--- src/buck_fault_pkg.sv ---
package buck_fault_pkg;

    // ------------------------------------------------------------------
    // Clocking
    // ------------------------------------------------------------------
    localparam int CLK_MHZ = 50;
    localparam int TICK_MHZ = 8;
    localparam logic [5:0] CLK_MHZ_6 = 6'h32;
    localparam logic [5:0] TICK_MHZ_6 = 6'h08;

    // ------------------------------------------------------------------
    // Register byte offsets
    // ------------------------------------------------------------------
    localparam logic [5:0] OFS_UV_THR = 6'h00;
    localparam logic [5:0] OFS_OV_THR = 6'h04;
    localparam logic [5:0] OFS_ABE = 6'h08;
    localparam logic [5:0] OFS_OC_CTRL = 6'h0C;
    localparam logic [5:0] OFS_LOCKOUT = 6'h10;
    localparam logic [5:0] OFS_PERIOD = 6'h14;
    localparam logic [5:0] OFS_IRQ_STATUS = 6'h18;
    localparam logic [5:0] OFS_IRQ_MASK = 6'h1C;
    localparam logic [5:0] OFS_LIVE = 6'h20;

    // ------------------------------------------------------------------
    // Field positions
    // ------------------------------------------------------------------
    localparam int VP_EN_BIT = 0;
    localparam int RUN_BIT = 1;
    localparam int OC_CODE_LSB = 0;
    localparam int OC_BLANK_LSB = 5;
    localparam int OC_EN_BIT = 7;
    localparam int LOCKOUT_EN_BIT = 8;
    localparam int EVT_UV = 0;
    localparam int EVT_OV = 1;
    localparam int EVT_OC = 2;
    localparam int EVT_LOCKOUT = 3;
    localparam int EVT_COUNT = 4;

    // ------------------------------------------------------------------
    // Reset values and period limits
    // ------------------------------------------------------------------
    localparam logic [7:0] UV_THR_RST = 8'h00;
    localparam logic [7:0] OV_THR_RST = 8'hFF;
    localparam logic [1:0] ABE_RST = 2'h0;
    localparam logic [7:0] OC_CTRL_RST = 8'h1F;
    localparam logic [8:0] LOCKOUT_RST = 9'h000;
    localparam logic [6:0] PERIOD_RST = 7'h14;
    localparam logic [6:0] PERIOD_MIN = 7'h05;
    localparam logic [6:0] PERIOD_MAX = 7'h50;

    // ------------------------------------------------------------------
    // Leading-edge blanking times, least times rounded up to cycles
    // ------------------------------------------------------------------
    localparam int BLANK0_NS = 100;
    localparam int BLANK1_NS = 200;
    localparam int BLANK2_NS = 400;
    localparam int BLANK3_NS = 780;
    localparam int BLANK0_CYC = (BLANK0_NS * CLK_MHZ + 999) / 1000;
    localparam int BLANK1_CYC = (BLANK1_NS * CLK_MHZ + 999) / 1000;
    localparam int BLANK2_CYC = (BLANK2_NS * CLK_MHZ + 999) / 1000;
    localparam int BLANK3_CYC = (BLANK3_NS * CLK_MHZ + 999) / 1000;

    typedef enum logic [1:0] {OC_ARMED, OC_KILL, OC_SKIP} ocState_t;

endpackage

--- src/buck_fault_protection.sv ---
`timescale 1ns/1ps
// Contract
// (RQ1) Two threshold codes set the DAC levels for output undervoltage and overvoltage.
// (RQ2) A software control bit switches output voltage protection on or off.
// (RQ3) An output overvoltage or undervoltage event sets an interrupt flag.
// (RQ4) The high-side drop is compared against a 5-bit code and overcurrent is declared above it.
// (RQ5) The overcurrent measurement is ignored during a blanking time chosen by a 2-bit field.
// (RQ6) Overcurrent detection acts only while its enable bit in the same register is set.
// (RQ7) An overcurrent turns the high-side drive off at once and skips the next switching cycle.
// (RQ8) Every overcurrent event sets a flag that firmware can read.
// (RQ9) A lockout code sets the input level above which the converter may turn on.
// (RQ10) The lockout applies only while its enable bit in the same register is set.
// (RQ11) The switching period is a whole number of ticks of an internal 8 MHz time base.
// (RQ12) Blanking starts at each rise of the high-side drive and comparison follows after it.
// (RQ13) Firmware clears each flag after handling it and the flag holds until then; here a status read clears the flags that it returns.
module buck_fault_protection (
    input wire logic clk_sys,
    input wire logic rst,
    input wire logic [5:0] address,
    input wire logic read,
    input wire logic write,
    input wire logic [31:0] writedata,
    input wire logic [3:0] byteenable,
    output logic [31:0] readdata,
    output logic waitrequest,
    input wire logic pwmRequest,
    input wire logic outUnderCmp,
    input wire logic outOverCmp,
    input wire logic overcurrentCmp,
    input wire logic vinAboveCmp,
    output logic highSideDrive,
    output logic cycleStart,
    output logic irq,
    output logic [7:0] outUndervoltThreshold,
    output logic [7:0] outOvervoltThreshold,
    output logic [4:0] overcurrentThresholdCode,
    output logic [7:0] lockoutThresholdCode
);
    import buck_fault_pkg::*;

    // ------------------------------------------------------------------
    // Helpers
    // ------------------------------------------------------------------
    function automatic logic hit(input logic [5:0] addr, input logic [5:0] ofs);
        hit = ({addr[5:2], 2'b00} == ofs);
    endfunction

    function automatic logic [31:0] mergeBytes(input logic [31:0] old,
                                               input logic [31:0] wd,
                                               input logic [3:0] be);
        logic [31:0] res;
        res = old;
        for (int i = 0; i < 4; i++) begin
            if (be[i]) begin
                res[i*8 +: 8] = wd[i*8 +: 8];
            end
        end
        mergeBytes = res;
    endfunction

    // ------------------------------------------------------------------
    // Register storage
    // ------------------------------------------------------------------
    logic [1:0] analogBlockEnableCtrl;
    logic [7:0] overcurrentCtrl;
    logic [8:0] inputLockoutLevel;
    logic [6:0] switchPeriod;
    logic [EVT_COUNT-1:0] irqStatus;
    logic [EVT_COUNT-1:0] irqMask;

    // ------------------------------------------------------------------
    // Bus decode
    // ------------------------------------------------------------------
    wire reqActive = read | write;
    wire accept = reqActive & ~waitrequest;
    wire wrAccept = accept & write;
    wire rdStatusAccept = accept & read & hit(address, OFS_IRQ_STATUS);
    wire [31:0] wdUv = mergeBytes({24'h0, outUndervoltThreshold}, writedata, byteenable);
    wire [31:0] wdOv = mergeBytes({24'h0, outOvervoltThreshold}, writedata, byteenable);
    wire [31:0] wdAbe = mergeBytes({30'h0, analogBlockEnableCtrl}, writedata, byteenable);
    wire [31:0] wdOc = mergeBytes({24'h0, overcurrentCtrl}, writedata, byteenable);
    wire [31:0] wdLock = mergeBytes({23'h0, inputLockoutLevel}, writedata, byteenable);
    wire [31:0] wdPer = mergeBytes({25'h0, switchPeriod}, writedata, byteenable);
    wire [31:0] wdMask = mergeBytes({28'h0, irqMask}, writedata, byteenable);

    logic ocSkip;
    logic lockoutActive;
    wire [31:0] liveWord = {29'h0, ocSkip, lockoutActive, highSideDrive};
    wire [31:0] rdMux =
        hit(address, OFS_UV_THR) ? {24'h0, outUndervoltThreshold} :
        hit(address, OFS_OV_THR) ? {24'h0, outOvervoltThreshold} :
        hit(address, OFS_ABE) ? {30'h0, analogBlockEnableCtrl} :
        hit(address, OFS_OC_CTRL) ? {24'h0, overcurrentCtrl} :
        hit(address, OFS_LOCKOUT) ? {23'h0, inputLockoutLevel} :
        hit(address, OFS_PERIOD) ? {25'h0, switchPeriod} :
        hit(address, OFS_IRQ_STATUS) ? {28'h0, irqStatus} :
        hit(address, OFS_IRQ_MASK) ? {28'h0, irqMask} :
        hit(address, OFS_LIVE) ? liveWord :
        32'h0000_0000;

    // ------------------------------------------------------------------
    // Avalon-MM slave: one wait cycle, then the access commits
    // ------------------------------------------------------------------
    always_ff @(posedge clk_sys or posedge rst) begin
        if (rst) begin
            waitrequest <= 1'b1;
            readdata <= 32'h0000_0000;
        end else if (reqActive && waitrequest) begin
            waitrequest <= 1'b0;
            readdata <= read ? rdMux : 32'h0000_0000;
        end else begin
            waitrequest <= 1'b1;
        end
    end

    always_ff @(posedge clk_sys or posedge rst) begin
        if (rst) begin
            outUndervoltThreshold <= UV_THR_RST;
            outOvervoltThreshold <= OV_THR_RST;
            analogBlockEnableCtrl <= ABE_RST;
            overcurrentCtrl <= OC_CTRL_RST;
            inputLockoutLevel <= LOCKOUT_RST;
            switchPeriod <= PERIOD_RST;
            irqMask <= '0;
        end else if (wrAccept) begin
            if (hit(address, OFS_UV_THR)) outUndervoltThreshold <= wdUv[7:0]; // RQ1
            if (hit(address, OFS_OV_THR)) outOvervoltThreshold <= wdOv[7:0]; // RQ1
            if (hit(address, OFS_ABE)) analogBlockEnableCtrl <= wdAbe[1:0]; // RQ2
            if (hit(address, OFS_OC_CTRL)) overcurrentCtrl <= wdOc[7:0]; // RQ4 RQ5 RQ6
            if (hit(address, OFS_LOCKOUT)) inputLockoutLevel <= wdLock[8:0]; // RQ9 RQ10
            if (hit(address, OFS_PERIOD)) switchPeriod <= wdPer[6:0];
            if (hit(address, OFS_IRQ_MASK)) irqMask <= wdMask[EVT_COUNT-1:0];
        end
    end

    assign overcurrentThresholdCode = overcurrentCtrl[OC_CODE_LSB +: 5]; // RQ4
    assign lockoutThresholdCode = inputLockoutLevel[7:0]; // RQ9

    // ------------------------------------------------------------------
    // Comparator inputs
    // ------------------------------------------------------------------
    logic [3:0] cmpSync;
    logic [3:0] cmpPrev;

    sync_stage #(
        .WIDTH(4)
    ) u_sync (
        .clk_sys(clk_sys),
        .rst(rst),
        .asyncIn({vinAboveCmp, overcurrentCmp, outOverCmp, outUnderCmp}),
        .syncOut(cmpSync)
    );

    wire underSeen = cmpSync[0];
    wire overSeen = cmpSync[1];
    wire ocSeen = cmpSync[2];
    wire vinAbove = cmpSync[3];

    always_ff @(posedge clk_sys or posedge rst) begin
        if (rst) begin
            cmpPrev <= 4'h0;
        end else begin
            cmpPrev <= cmpSync;
        end
    end

    // ------------------------------------------------------------------
    // Switching time base: 8 MHz ticks made from the 50 MHz clock
    // ------------------------------------------------------------------
    // An accumulator keeps the average tick rate exact at one clock of jitter.
    logic [5:0] tickAcc;
    logic [6:0] periodCnt;
    wire [5:0] accSum = tickAcc + TICK_MHZ_6;
    wire tick = (accSum >= CLK_MHZ_6);
    wire [6:0] periodEff = (switchPeriod < PERIOD_MIN) ? PERIOD_MIN :
                           (switchPeriod > PERIOD_MAX) ? PERIOD_MAX : switchPeriod;
    wire periodEnd = tick & (periodCnt >= periodEff - 7'h01);

    always_ff @(posedge clk_sys or posedge rst) begin
        if (rst) begin
            tickAcc <= 6'h00;
            periodCnt <= 7'h00;
            cycleStart <= 1'b0;
        end else begin
            tickAcc <= tick ? accSum - CLK_MHZ_6 : accSum;
            if (periodEnd) begin
                periodCnt <= 7'h00; // RQ11
            end else if (tick) begin
                periodCnt <= periodCnt + 7'h01;
            end
            cycleStart <= periodEnd; // RQ11
        end
    end

    // ------------------------------------------------------------------
    // Overcurrent and drive gating
    // ------------------------------------------------------------------
    logic ocEvent;
    logic driveBlock;

    overcurrent_guard u_guard (
        .clk_sys(clk_sys),
        .rst(rst),
        .ocEnable(overcurrentCtrl[OC_EN_BIT]),
        .blankSelect(overcurrentCtrl[OC_BLANK_LSB +: 2]),
        .overcurrentSeen(ocSeen),
        .highSideDrive(highSideDrive),
        .cycleStart(cycleStart),
        .ocEvent(ocEvent),
        .driveBlock(driveBlock),
        .skipActive(ocSkip)
    );

    wire lockoutEnable = inputLockoutLevel[LOCKOUT_EN_BIT];
    wire runAllowed = analogBlockEnableCtrl[RUN_BIT] & ~(lockoutEnable & ~vinAbove); // RQ9 RQ10

    always_ff @(posedge clk_sys or posedge rst) begin
        if (rst) begin
            highSideDrive <= 1'b0;
            lockoutActive <= 1'b0;
        end else begin
            highSideDrive <= pwmRequest & runAllowed & ~driveBlock; // RQ7
            lockoutActive <= lockoutEnable & ~vinAbove; // RQ10
        end
    end

    // ------------------------------------------------------------------
    // Event flags and interrupt
    // ------------------------------------------------------------------
    // Only the bits that the read returned are cleared, so an event that
    // lands during the read stays pending.
    wire vpEnable = analogBlockEnableCtrl[VP_EN_BIT];
    wire [EVT_COUNT-1:0] events;
    assign events[EVT_UV] = vpEnable & underSeen & ~cmpPrev[0]; // RQ2 RQ3
    assign events[EVT_OV] = vpEnable & overSeen & ~cmpPrev[1]; // RQ2 RQ3
    assign events[EVT_OC] = ocEvent; // RQ8
    assign events[EVT_LOCKOUT] = lockoutEnable & ~vinAbove & cmpPrev[3];
    wire [EVT_COUNT-1:0] clearMask = rdStatusAccept ? readdata[EVT_COUNT-1:0] : '0;
    wire [EVT_COUNT-1:0] next_irqStatus = (irqStatus & ~clearMask) | events; // RQ13

    always_ff @(posedge clk_sys or posedge rst) begin
        if (rst) begin
            irqStatus <= '0;
            irq <= 1'b0;
        end else begin
            irqStatus <= next_irqStatus; // RQ3 RQ8
            irq <= |(next_irqStatus & irqMask);
        end
    end
endmodule // buck_fault_protection

--- src/overcurrent_guard.sv ---
`timescale 1ns/1ps
module overcurrent_guard (
    input wire logic clk_sys,
    input wire logic rst,
    input wire logic ocEnable,
    input wire logic [1:0] blankSelect,
    input wire logic overcurrentSeen,
    input wire logic highSideDrive,
    input wire logic cycleStart,
    output logic ocEvent,
    output logic driveBlock,
    output logic skipActive
);
    import buck_fault_pkg::*;

    function automatic logic [5:0] blankLoad(input logic [1:0] sel);
        unique case (sel)
            2'h0: blankLoad = 6'(BLANK0_CYC - 1);
            2'h1: blankLoad = 6'(BLANK1_CYC - 1);
            2'h2: blankLoad = 6'(BLANK2_CYC - 1);
            2'h3: blankLoad = 6'(BLANK3_CYC - 1);
        endcase
    endfunction

    ocState_t state;
    ocState_t next_state;
    logic drivePrev;
    logic [5:0] blankCnt;
    wire driveRise = highSideDrive & ~drivePrev;
    wire blankDone = (blankCnt == 6'h00) & ~driveRise;

    // The drive rise cycle itself is inside the blanking window.
    assign ocEvent = ocEnable & highSideDrive & blankDone & overcurrentSeen // RQ4 RQ5 RQ6 RQ12
        & (state == OC_ARMED);
    assign driveBlock = ocEvent | (state != OC_ARMED); // RQ7
    assign skipActive = (state == OC_SKIP);

    always_comb begin
        next_state = state;
        unique case (state)
            OC_ARMED: if (ocEvent) next_state = OC_KILL;
            OC_KILL: if (cycleStart) next_state = OC_SKIP; // RQ7
            OC_SKIP: if (cycleStart) next_state = OC_ARMED; // RQ7 RQ11
        endcase
    end

    always_ff @(posedge clk_sys or posedge rst) begin
        if (rst) begin
            state <= OC_ARMED;
            drivePrev <= 1'b0;
            blankCnt <= 6'h00;
        end else begin
            state <= next_state;
            drivePrev <= highSideDrive;
            if (driveRise) begin
                blankCnt <= blankLoad(blankSelect); // RQ5 RQ12
            end else if (blankCnt != 6'h00) begin
                blankCnt <= blankCnt - 6'h01;
            end
        end
    end
endmodule // overcurrent_guard

--- src/sync_stage.sv ---
`timescale 1ns/1ps
module sync_stage #(
    parameter int WIDTH = 4
) (
    input wire logic clk_sys,
    input wire logic rst,
    input wire logic [WIDTH-1:0] asyncIn,
    output logic [WIDTH-1:0] syncOut
);
    logic [WIDTH-1:0] meta;

    // Only the second stage is visible outside; the first may be metastable.
    always_ff @(posedge clk_sys or posedge rst) begin
        if (rst) begin
            meta <= '0;
            syncOut <= '0;
        end else begin
            meta <= asyncIn;
            syncOut <= meta;
        end
    end
endmodule // sync_stage

--- config.mk ---
export PLATFORM = sky130hd
export DESIGN_NAME = buck_fault_protection
export DESIGN_NICKNAME = d
export VERILOG_FILES = /design/src/buck_fault_pkg.sv /design/src/buck_fault_protection.sv /design/src/overcurrent_guard.sv /design/src/sync_stage.sv
export SDC_FILE = /design/constraint.sdc
export NUM_CORES = 1
export LEC_CHECK = 0
export BUFFER_PORTS_ARGS = -buffer_cell sky130_fd_sc_hd__buf_4
export CORE_UTILIZATION = 55
export CTS_BUF_LIST = sky130_fd_sc_hd__clkbuf_8 sky130_fd_sc_hd__clkbuf_16
export DETAILED_ROUTE_END_ITERATION = 8
export PLACE_DENSITY = 0.91
export SLEW_MARGIN = 5
export SYNTH_ARGS = -nofsm -noshare
export SYNTH_HDL_FRONTEND = slang
export SYNTH_SLANG_ARGS = --single-unit
--- constraint.sdc ---
create_clock -name clk_sys -period 3.8 [get_ports clk_sys]
set_clock_uncertainty 0.1 [all_clocks]
set_input_delay 0.95 -clock clk_sys [delete_from_list [all_inputs] [get_ports clk_sys]]
set_output_delay 0.95 -clock clk_sys [all_outputs]
set_load 0.02 [all_outputs]
# Word-level counts from Yosys, hierarchy flattened

Cells that the tools add are included.

$add $sub $neg: 5
$lt $le $gt $ge: 4
Eq/ne operators: 16
Muxes and demuxes: 24
Bitwise operators: 34
Reductions and logical operators: 19

Operator list:

| operator            | number |
|---|---|
| $mux 9              | 6 |
| $mux 7              | 5 |
| $reduce_and 3->1    | 9 |
| $pmux 6 s4          | 1 |
| $and 1x1->1         | 20 |
| $mux 6              | 3 |
| $eq 4x3->1 const B  | 4 |
| $mux 4              | 3 |
| $and 4x4->4         | 2 |
| $eq 4x2->1 const B  | 2 |
| $not 1->1           | 8 |
| $add 7x1->7 const B | 1 |
| $ge 7x7->1          | 1 |
| $gt 7x7->1 const B  | 1 |
| $lt 7x3->1 const B  | 1 |
| $sub 7x1->7 const B | 1 |
| $add 6x4->6 const B | 1 |
| $eq 2x2->1 const B  | 3 |
| $ge 6x6->1 const B  | 1 |
| $logic_not 6->1     | 1 |
| $mux 2              | 3 |
| $pmux 2 s3          | 1 |
| $reduce_bool 2->1   | 3 |
| $reduce_bool 6->1   | 1 |
| other kinds (16)    | 20 |

Register bits: 121
Input bits: 51
Word-level logic and storage cells: 125

# Logic depth before layout (Yosys ltp)

Gate-level depths: netlist of the first run.

Depth after elaboration: 11
Depth in mapped cells: 15
Depth with buffers taken out: 14

# Cells and area by module

From an unflattened synthesis of the first run, not the netlist that was laid out.

Cell total of the unflattened synthesis: 473
Area total of the unflattened synthesis: 5,205.0 sq um

By module, submodules not included:

| module                | times used | cells an instance | area each (sq um) | seq. area each (sq um) |
|---|---|---|---|---|
| buck_fault_protection | 1          | 405               | 4,370.4           | 1,996.9 |
| overcurrent_guard     | 1          | 59                | 630.6             | 225.2 |
| sync_stage            | 1          | 9                 | 203.9             | 200.2 |

# Least setup slack after synthesis of the first run

No wires, ideal clock.

Kind: reg2reg
Start: register switchPeriod[2]
End: register periodCnt[4]
Setup time: 0.095 ns
Arrival time: 2.923 ns
Data required time: 3.605 ns
Setup slack: 0.681 ns
Stages on the path, launching flop included: 15
Buffers on the path: 1
Clock period less this slack: 3.119 ns
Cells stage by stage: dfstp_2 -> clkbuf_1 -> nand2_1 -> a21oi_1 -> nor2_1 -> a21oi_1 -> ha_1 -> inv_1 -> a221oi_1 -> ha_1 -> o21a_1 -> o21ai_0 -> a21oi_1 -> or3_1 -> o31ai_1

Word-level cells in the longest chain between the ends: 7
Elaborated cells on any way between the ends: 9
Those cells by class: add/sub (1); order compare (3); mux (3); bitwise (1); reduce/logical (1)

Ends and longest elaborated chain:

| item                                               | RTL line                     | source |
|---|---|---|
| start, declared                                    | buck_fault_protection.sv:67  | `logic [6:0] switchPeriod;` |
| start signal, assigned                             | buck_fault_protection.sv:131 | `if (hit(address, OFS_PERIOD)) switchPeriod <= wdPer[6:0];` |
| $gt 7x7->1                                         | buck_fault_protection.sv:176 | `(switchPeriod > PERIOD_MAX) ? PERIOD_MAX : switchPeriod;` |
| $mux 7                                             | buck_fault_protection.sv:176 |  |
| $mux 7 *                                           | buck_fault_protection.sv:175 | `wire [6:0] periodEff = (switchPeriod < PERIOD_MIN) ? PERIOD_MIN :` |
| $sub 7x1->7 *                                      | buck_fault_protection.sv:177 | `wire periodEnd = tick & (periodCnt >= periodEff - 7'h01);` |
| $ge 7x7->1 *                                       | buck_fault_protection.sv:177 |  |
| $and 1x1->1 *                                      | buck_fault_protection.sv:177 |  |
| $mux 7 / $reduce_bool 2->1 (equally long branches) | n/a                          |  |
| end signal, assigned                               | buck_fault_protection.sv:189 | `periodCnt <= periodCnt + 7'h01;` |
| end, declared                                      | buck_fault_protection.sv:172 | `logic [6:0] periodCnt;` |

Every way passes the cells marked *; elsewhere a longest branch is shown, timed or not.
A chain may end at the register's enable or synchronous reset.

# Final worst setup path of the first run

Start: register switchPeriod[4]
End: register periodCnt[4]

The elaborated chain is that of the path after synthesis.

==> results of run 1 <==
## power groups by stage
stage                     clock network (mW)  registers, mW  logic [mW]
after CTS                              0.645           1.36        1.02
final                                  0.641           1.37        1.03
after global routing                   0.680           1.39        1.12
after detailed placement                   0           1.38        1.01
after global placement                     0           1.37       0.943
after floorplan                            0           1.37       0.752
## how the worst min path moves through the flow
stage                              start           endpoint  cells after the start
after global routing      u_sync.meta[0]  u_sync.syncOut[0]                      0
after detailed placement  u_sync.meta[0]  u_sync.syncOut[0]                      0
after floorplan           u_sync.meta[0]  u_sync.syncOut[0]                      0
after global placement    u_sync.meta[0]  u_sync.syncOut[0]                      0
after CTS                 u_sync.meta[0]  u_sync.syncOut[0]                      0
final                     u_sync.meta[0]  u_sync.syncOut[0]                      0
## synth_stat cells (all sizes together), types with 6 or more instances
| cell type | instances |
|---|---|
| and3 | 6 |
| ha | 22 |
| nor2 | 27 |
| nand2 | 40 |
| mux2i | 8 |
| dfrtp | 80 |
| nor3 | 9 |
| buf | 45 |
| dfstp | 16 |
| a22o | 6 |
| o21ai | 27 |
| inv | 22 |
| nand3 | 19 |
| nand2b | 7 |
| clkbuf | 14 |
| a22oi | 7 |
| mux2 | 44 |
| a21oi | 20 |
## per-stage QoR
stage	std cells	util (%)
6_report	649	64.33
5_1_grt	649	64.33
4_1_cts	649	64.30
3_5_place_dp	633	62.24
3_3_place_gp	633	62.24
2_1_floorplan	516	-
## cell families (layout without fill, tap and decap cells)
family                   after synthesis  count (layout)  share of synthesized area, %
flip-flops                            96              96                         46.92
AND/OR/NAND/NOR                      138             138                         13.18
AO/OA/AOI/OAI                         95              95                         12.43
buffers and inverters                 81             106                         8.774
XOR/XNOR                               7               7                         1.188
multiplexers                          54              54                         12.09
other                                  1              23                       0.07264
adder cells (fa/ha/maj)               22              22                         5.332
## critical path, delay by kind of cell (launching register included)
family,cells,cell delay (ns)
fa+ha+maj,2,0.63
compound gates,8,1.46
flops,1,0.61
simple gates,4,0.72
## timing repair
| item | in CTS | in global routing |
|---|---|---|
| hold buffers | 0 | 0 |
| buffers inserted | 0 | 0 |
| gates resized for setup | 0 | 1 |
| endpoints found under the setup margin | 0 | 1 |
## sequential cells by signal (all words and copies together), names as in the netlist, 5 cells and up
| register | cells |
|---|---|
| inputLockoutLevel | 9 |
| outOvervoltThreshold | 8 |
| outUndervoltThreshold | 8 |
| overcurrentCtrl | 8 |
| periodCnt | 7 |
| readdata | 9 |
| switchPeriod | 7 |
| tickAcc | 5 |
| u_guard.blankCnt | 6 |
## layout make-up
class / count / area share, %
clock buffers: 9 / 2.166
clock inverters: 7 / 1.028
inverters: 22 / 1.466
multi-input cells: 339 / 41.48
flip-flops and latches: 96 / 42.35
well taps: 108 / 2.363
repair buffers: 68 / 9.145
## layer usage
layer  vias to the layer above  share of wire (%)  track usage [%]  wire [um]
met5                         -                  0                0          0
met4                         0                2.4            8.840        274
met3                        26                7.5            6.950        865
met2                       195                 50            41.80       5792
met1                      1926                 40            29.90       4632
li1                       1768                  -                -          -
## placed cells by master, fill, tap and decap left out, types with 7 or more instances in the layout
cell      instances
a21oi_1          20
a22oi_1           7
buf_4            67
clkbuf_8          9
conb_1           23
dfrtp_1          80
dfstp_2          16
ha_1             21
inv_1            24
mux2_2           43
mux2i_1           8
nand2_1          40
nand2b_1          7
nand3_1          19
nor2_1           27
nor3_1            9
o21ai_0          24
==> qor.yml, run 1 <==
placed_design:
  place_hpwl_mm: 8.438
  place_ws_ns: 0.2679
  gp_congestion: 0.8921
  placed_area_um2: 5534
  portBuffers: 65
logic_synthesis:
  yosys.area.top_type: "dfrtp_1"
  async_flop_share_pct: 100.0
  synthTopCellsByArea: "dfrtp_1 39%, mux2_2 9.4%, dfstp_2 8.1%, ha_1 5.3%, buf_4 5.2%"
  synth_top_cell_area_share_pct: 38.78
  syn-cell-area_um2: 5162
  syn_area_per_cell_um2: 10.45
  synth_cell_types: 59
  yosysWarnings: 0
  synthCells: 494
  synth_edf_count: 0
  synth_ff_type: "dfrtp_1"
  ys_seq_area_share_pct: 46.92
  ys_seq_elements: 96
floorplan:
  core_area_um2: 8891
  die_h_um: 98.88
  die_w_um: 98.88
  initial_utilization_pct: 58.06
  num_rows: 34
  ios: 116
  dieArea_um2: 9777
sta:
  relSlewSlack_pct: 44.04
  rsz0062_at_grt: "no"
  fin_hold_ws_ns: 0.2455
  fin_ws_ns: 0.1767
  hold_viol_final: 0
  max_freq_ghz: 0.2760
  setup_violations: 0
  period_needed_ns: 3.623
  finalSetupTns_ns: 0
  slew_viol_final: 0
  post-route-period-util_pct: 95.35
  tightest_slew_ns: 0.8384
power_and_ir_drop:
  power.density_nw_per_um2: 531.3
  p_sw_mw: 1.069
  pwr-share-comb_pct: 33.9
  p_leak_nw: 2.724
  switching_share_pct: 35.19
  total_power_mw: 3.039
  pwr-share-clk_pct: 21.1
  internal_power_mw: 1.969
  p_seq_share_pct: 45.0
  ir_drop_v: 0.0002735
worst_setup_path:
  start_kind: "register"
  worst-setup-path-type: "register to register"
  r2r-end: "periodCnt[4]"
  end_kind: "register"
  regToRegStartpoint: "switchPeriod[4]"
  crit_top_cell: "a21oi_1"
  r2r_cells: 14
  worstSetupStartpoint: "switchPeriod[4]"
  cp.required_ns: 3.95
  crit_fanout: 8
  slowest_stage: "dfstp_2"
  endpoint: "periodCnt[4]"
  regToRegSetupSlack_ns: 0.18
  crit_chain: "nor3_1, a21oi_1, nor2_1, a21oi_1, ha_2, nand3_1, a21oi_1, a221oi_1, ha_1, o21a_1, o21ai_0, a21oi_1, or3_1, o31ai_1"
  cp.arrival_ns: 3.77
  max_stage_delay_ns: 0.61
layout:
  final_layout_size_suffix_gt1_share_pct: 28.10
  num_antenna_cells: 0
  postLayoutCellArea_um2: 5719
  regArea_um2: 2422
  fillCellCount: 667
  multiInputGateArea_um2: 2372
  layout.nets: 609
  syn2layout_area_growth_pct: 10.79
job:
  maxCapViolations: 0
detailed_routing:
  drtIter0Drc: 170
  drt_wl_total_mm: 11.56
  drc_errors: 0
  drtPass1Iterations: 5
  wl_per_cell_um: 17.82
  viasPerCell: 6.032
  num_vias: 3915
  ant_nets: 0
global_route:
  grt_max_degree: 50
  grt_pass1_vias: 3806
  grt_overflow: 0
  grt_pass1_wl_mm: 18.72
  antenna_found_initial: 0
  grt_util_all_layers_pct: 24.58
clock_network:
  h-tree-depth: 3
  cts_tree: "built"
  path_clk_slew_ns: 0.09
  cts_buffer_depth: 2
  cts_sinks: 96
  cts_buffers: 9
  cts_root_buf: "clkbuf_8"
  worstSkewPairLatency_ns: 0.36
min_path:
  hold_path.class: "register to register"
outcome:
  status: "complete, no violations"
Power figures use the tool's default switching activity.
==> inputs of run 2 (changes only) <==
Settings changed: ABC_CLOCK_PERIOD_IN_PS set to 3840.
Clock period 3.8 ns to 3.84 ns, I/O delays scaled along.
==> run 2 against run 1 <==
Clock power fell by 5.6%. Register-to-register slack improved by 0.11 ns. Non-clock buffer count did not move. Sequential power barely moved. Highest routed layer unchanged. Largest power group unchanged. Count of clock-buffer cells in the layout rose by 1. Combinational power barely moved. Design area fell by 0.15%. Sequential share of layout area rose by 0.065 points. Maximum frequency rose by 1.9%. Die area did not move. Setup slack improved by 0.11 ns.
==> qor.yml, run 2 (synthesized netlist as in run 1, its figures left out) <==
sta:
  period_needed_ns: 3.555  # -0.06840 ns
  hold_viol_final: 0  # unchanged
  rsz0062_at_grt: "no"
  relSlewSlack_pct: 49.72  # +5.7 points
  setup_violations: 0  # unchanged
  post-route-period-util_pct: 92.58  # -2.8 points
  fin_hold_ws_ns: 0.2446  # -0.0008960 ns
  finalSetupTns_ns: 0  # unchanged
  slew_viol_final: 0  # unchanged
  tightest_slew_ns: 0.7534  # -0.08504 ns
  max_freq_ghz: 0.2813  # +1.9%
detailed_routing:
  viasPerCell: 6.140  # +1.8%
  num_vias: 3985  # +1.8%
  ant_nets: 0  # unchanged
  drc_errors: 0  # unchanged
  drtPass1Iterations: 5  # unchanged
  wl_per_cell_um: 18.29  # +2.6%
  drt_wl_total_mm: 11.87  # +2.6%
  drtIter0Drc: 350  # +110%
worst_setup_path:
  regToRegSetupSlack_ns: 0.29  # +0.11 ns
  start_kind: "register"
  cp.arrival_ns: 3.72  # -0.05 ns
  crit_fanout: 9  # +1
  worst-setup-path-type: "register to register"
  end_kind: "register"
  r2r_cells: 14  # unchanged
  regToRegStartpoint: "switchPeriod[2]"
  r2r-end: "periodCnt[4]"
  cp.required_ns: 4.00  # +0.05 ns
min_path:
  hold_path.class: "register to register"
  min_to: "u_sync.syncOut[0]"
  holdPathStages: 0  # unchanged
  hp-start: "u_sync.meta[0]"
clock_network:
  h-tree-depth: 3  # unchanged
  worstSkewPairLatency_ns: 0.37  # about the same
  cts_tree: "built"
  cts_resized: 0  # unchanged
  cts_buffers: 9  # unchanged
  post_cts_buffers: 0  # unchanged
  ctsHoldBuffers: 0  # unchanged
  cts_sinks: 96  # unchanged
  cts_buffer_depth: 2  # unchanged
  path_clk_slew_ns: 0.09  # about the same
  cts_root_buf: "clkbuf_8"
layout:
  postLayoutCoreUtil_pct: 64.23  # -0.099 points
  syn2layout_area_growth_pct: 10.62
  layout.nets: 609  # unchanged
  reg_top3: "inputLockoutLevel: 9 flops, readdata: 9 flops"
  layout_common_cells: "80 x dfrtp_1, 67 x buf_4, 43 x mux2_2"
  num_antenna_cells: 0  # unchanged
  final_layout_size_suffix_gt1_share_pct: 28.10  # unchanged
  postLayoutCellArea_um2: 5710  # -0.15%
  fillCellCount: 686  # +2.8%
  final_common_cell: "dfrtp_1"
floorplan:
  num_rows: 34  # unchanged
  dieArea_um2: 9777  # unchanged
  die_h_um: 98.88  # unchanged
  initial_utilization_pct: 58.06  # unchanged
  core_area_um2: 8891  # unchanged
  die_w_um: 98.88  # unchanged
  ios: 116  # unchanged
global_route:
  grt_pass1_vias: 3862  # +1.5%
  grt_pass1_wl_mm: 19.00  # +1.5%
  antenna_found_initial: 0  # unchanged
  grt_util_all_layers_pct: 24.75  # +0.17 points
  grt_max_degree: 55  # +10%
  grt_overflow: 0  # unchanged
job:
  maxCapViolations: 0  # unchanged
power_and_ir_drop:
  p_leak_nw: 2.709  # -0.54%
  power.density_nw_per_um2: 523.7  # -1.4%
  total_power_mw: 2.991  # -1.6%
  ir_drop_v: 0.0003620  # +32%
placed_design:
  portBuffers: 65  # unchanged
  place_hpwl_mm: 8.676  # +2.8%
  gp_congestion: 0.8747  # -2.0%
  placed_area_um2: 5534  # unchanged
outcome:
  status: "complete, no violations"
==> run 2: per-stage QoR <==
stage	cells	worst slack [ns]
after floorplan	516	0.3011
after global placement	633	0.6469
after detailed placement	633	0.4109
after CTS	649	0.3654
after global routing	649	0.1014
final	649	0.2851
==> run 2: how the worst max path moves through the flow <==
stage	end	start	slack, ns	cells after the start
floorplan	analogBlockEnableCtrl[0]	rst	0.30	1
global placement	periodCnt[4]	switchPeriod[4]	0.65	13
detailed placement	periodCnt[4]	switchPeriod[2]	0.41	13
CTS	periodCnt[4]	switchPeriod[2]	0.37	13
global route	periodCnt[4]	switchPeriod[2]	0.10	13
finish	periodCnt[4]	switchPeriod[2]	0.29	14
==> run 2: layout make-up <==
class / instances / area [um2] / share of cell area, %
Inverter: 22 / 83.83 / 1.468
Sequential cell: 96 / 2422 / 42.42
Clock buffer: 10 / 137.6 / 2.410
Multi-Input combinational cell: 339 / 2370 / 41.50
Tap cell: 108 / 135.1 / 2.366
Clock inverter: 6 / 38.79 / 0.6792
Timing Repair Buffer: 68 / 523.0 / 9.159
==> run 2: per-layer routing <==
layer  up-vias  GRT usage (%)  wire, um
li1       1767              -         -
met1      1959          30.42      4723
met2       213          41.85      5869
met3        46          5.532       892
met4         0          11.02       383
met5         -              0         0
==> run 2: worst max-delay path, stage by stage (launching register included) <==
cell and delay (ns):
dfstp_2 0.64, nand2_1 0.09, a21oi_1 0.17, nor2_1 0.07
a21oi_1 0.28, ha_1 0.31, nand3_1 0.12, a21oi_1 0.16
a221oi_1 0.07, ha_1 0.31, o21a_1 0.17, o21ai_0 0.16
a21oi_1 0.13, or3_1 0.44, o31ai_1 0.24
==> run 2: report_power, final <==
part           leakage [nW]  internal (mW)  switching, mW
clock                0.0871          0.250          0.355
sequential             1.17           1.19          0.169
combinational          1.45          0.462          0.561
total                  2.71           1.91           1.08
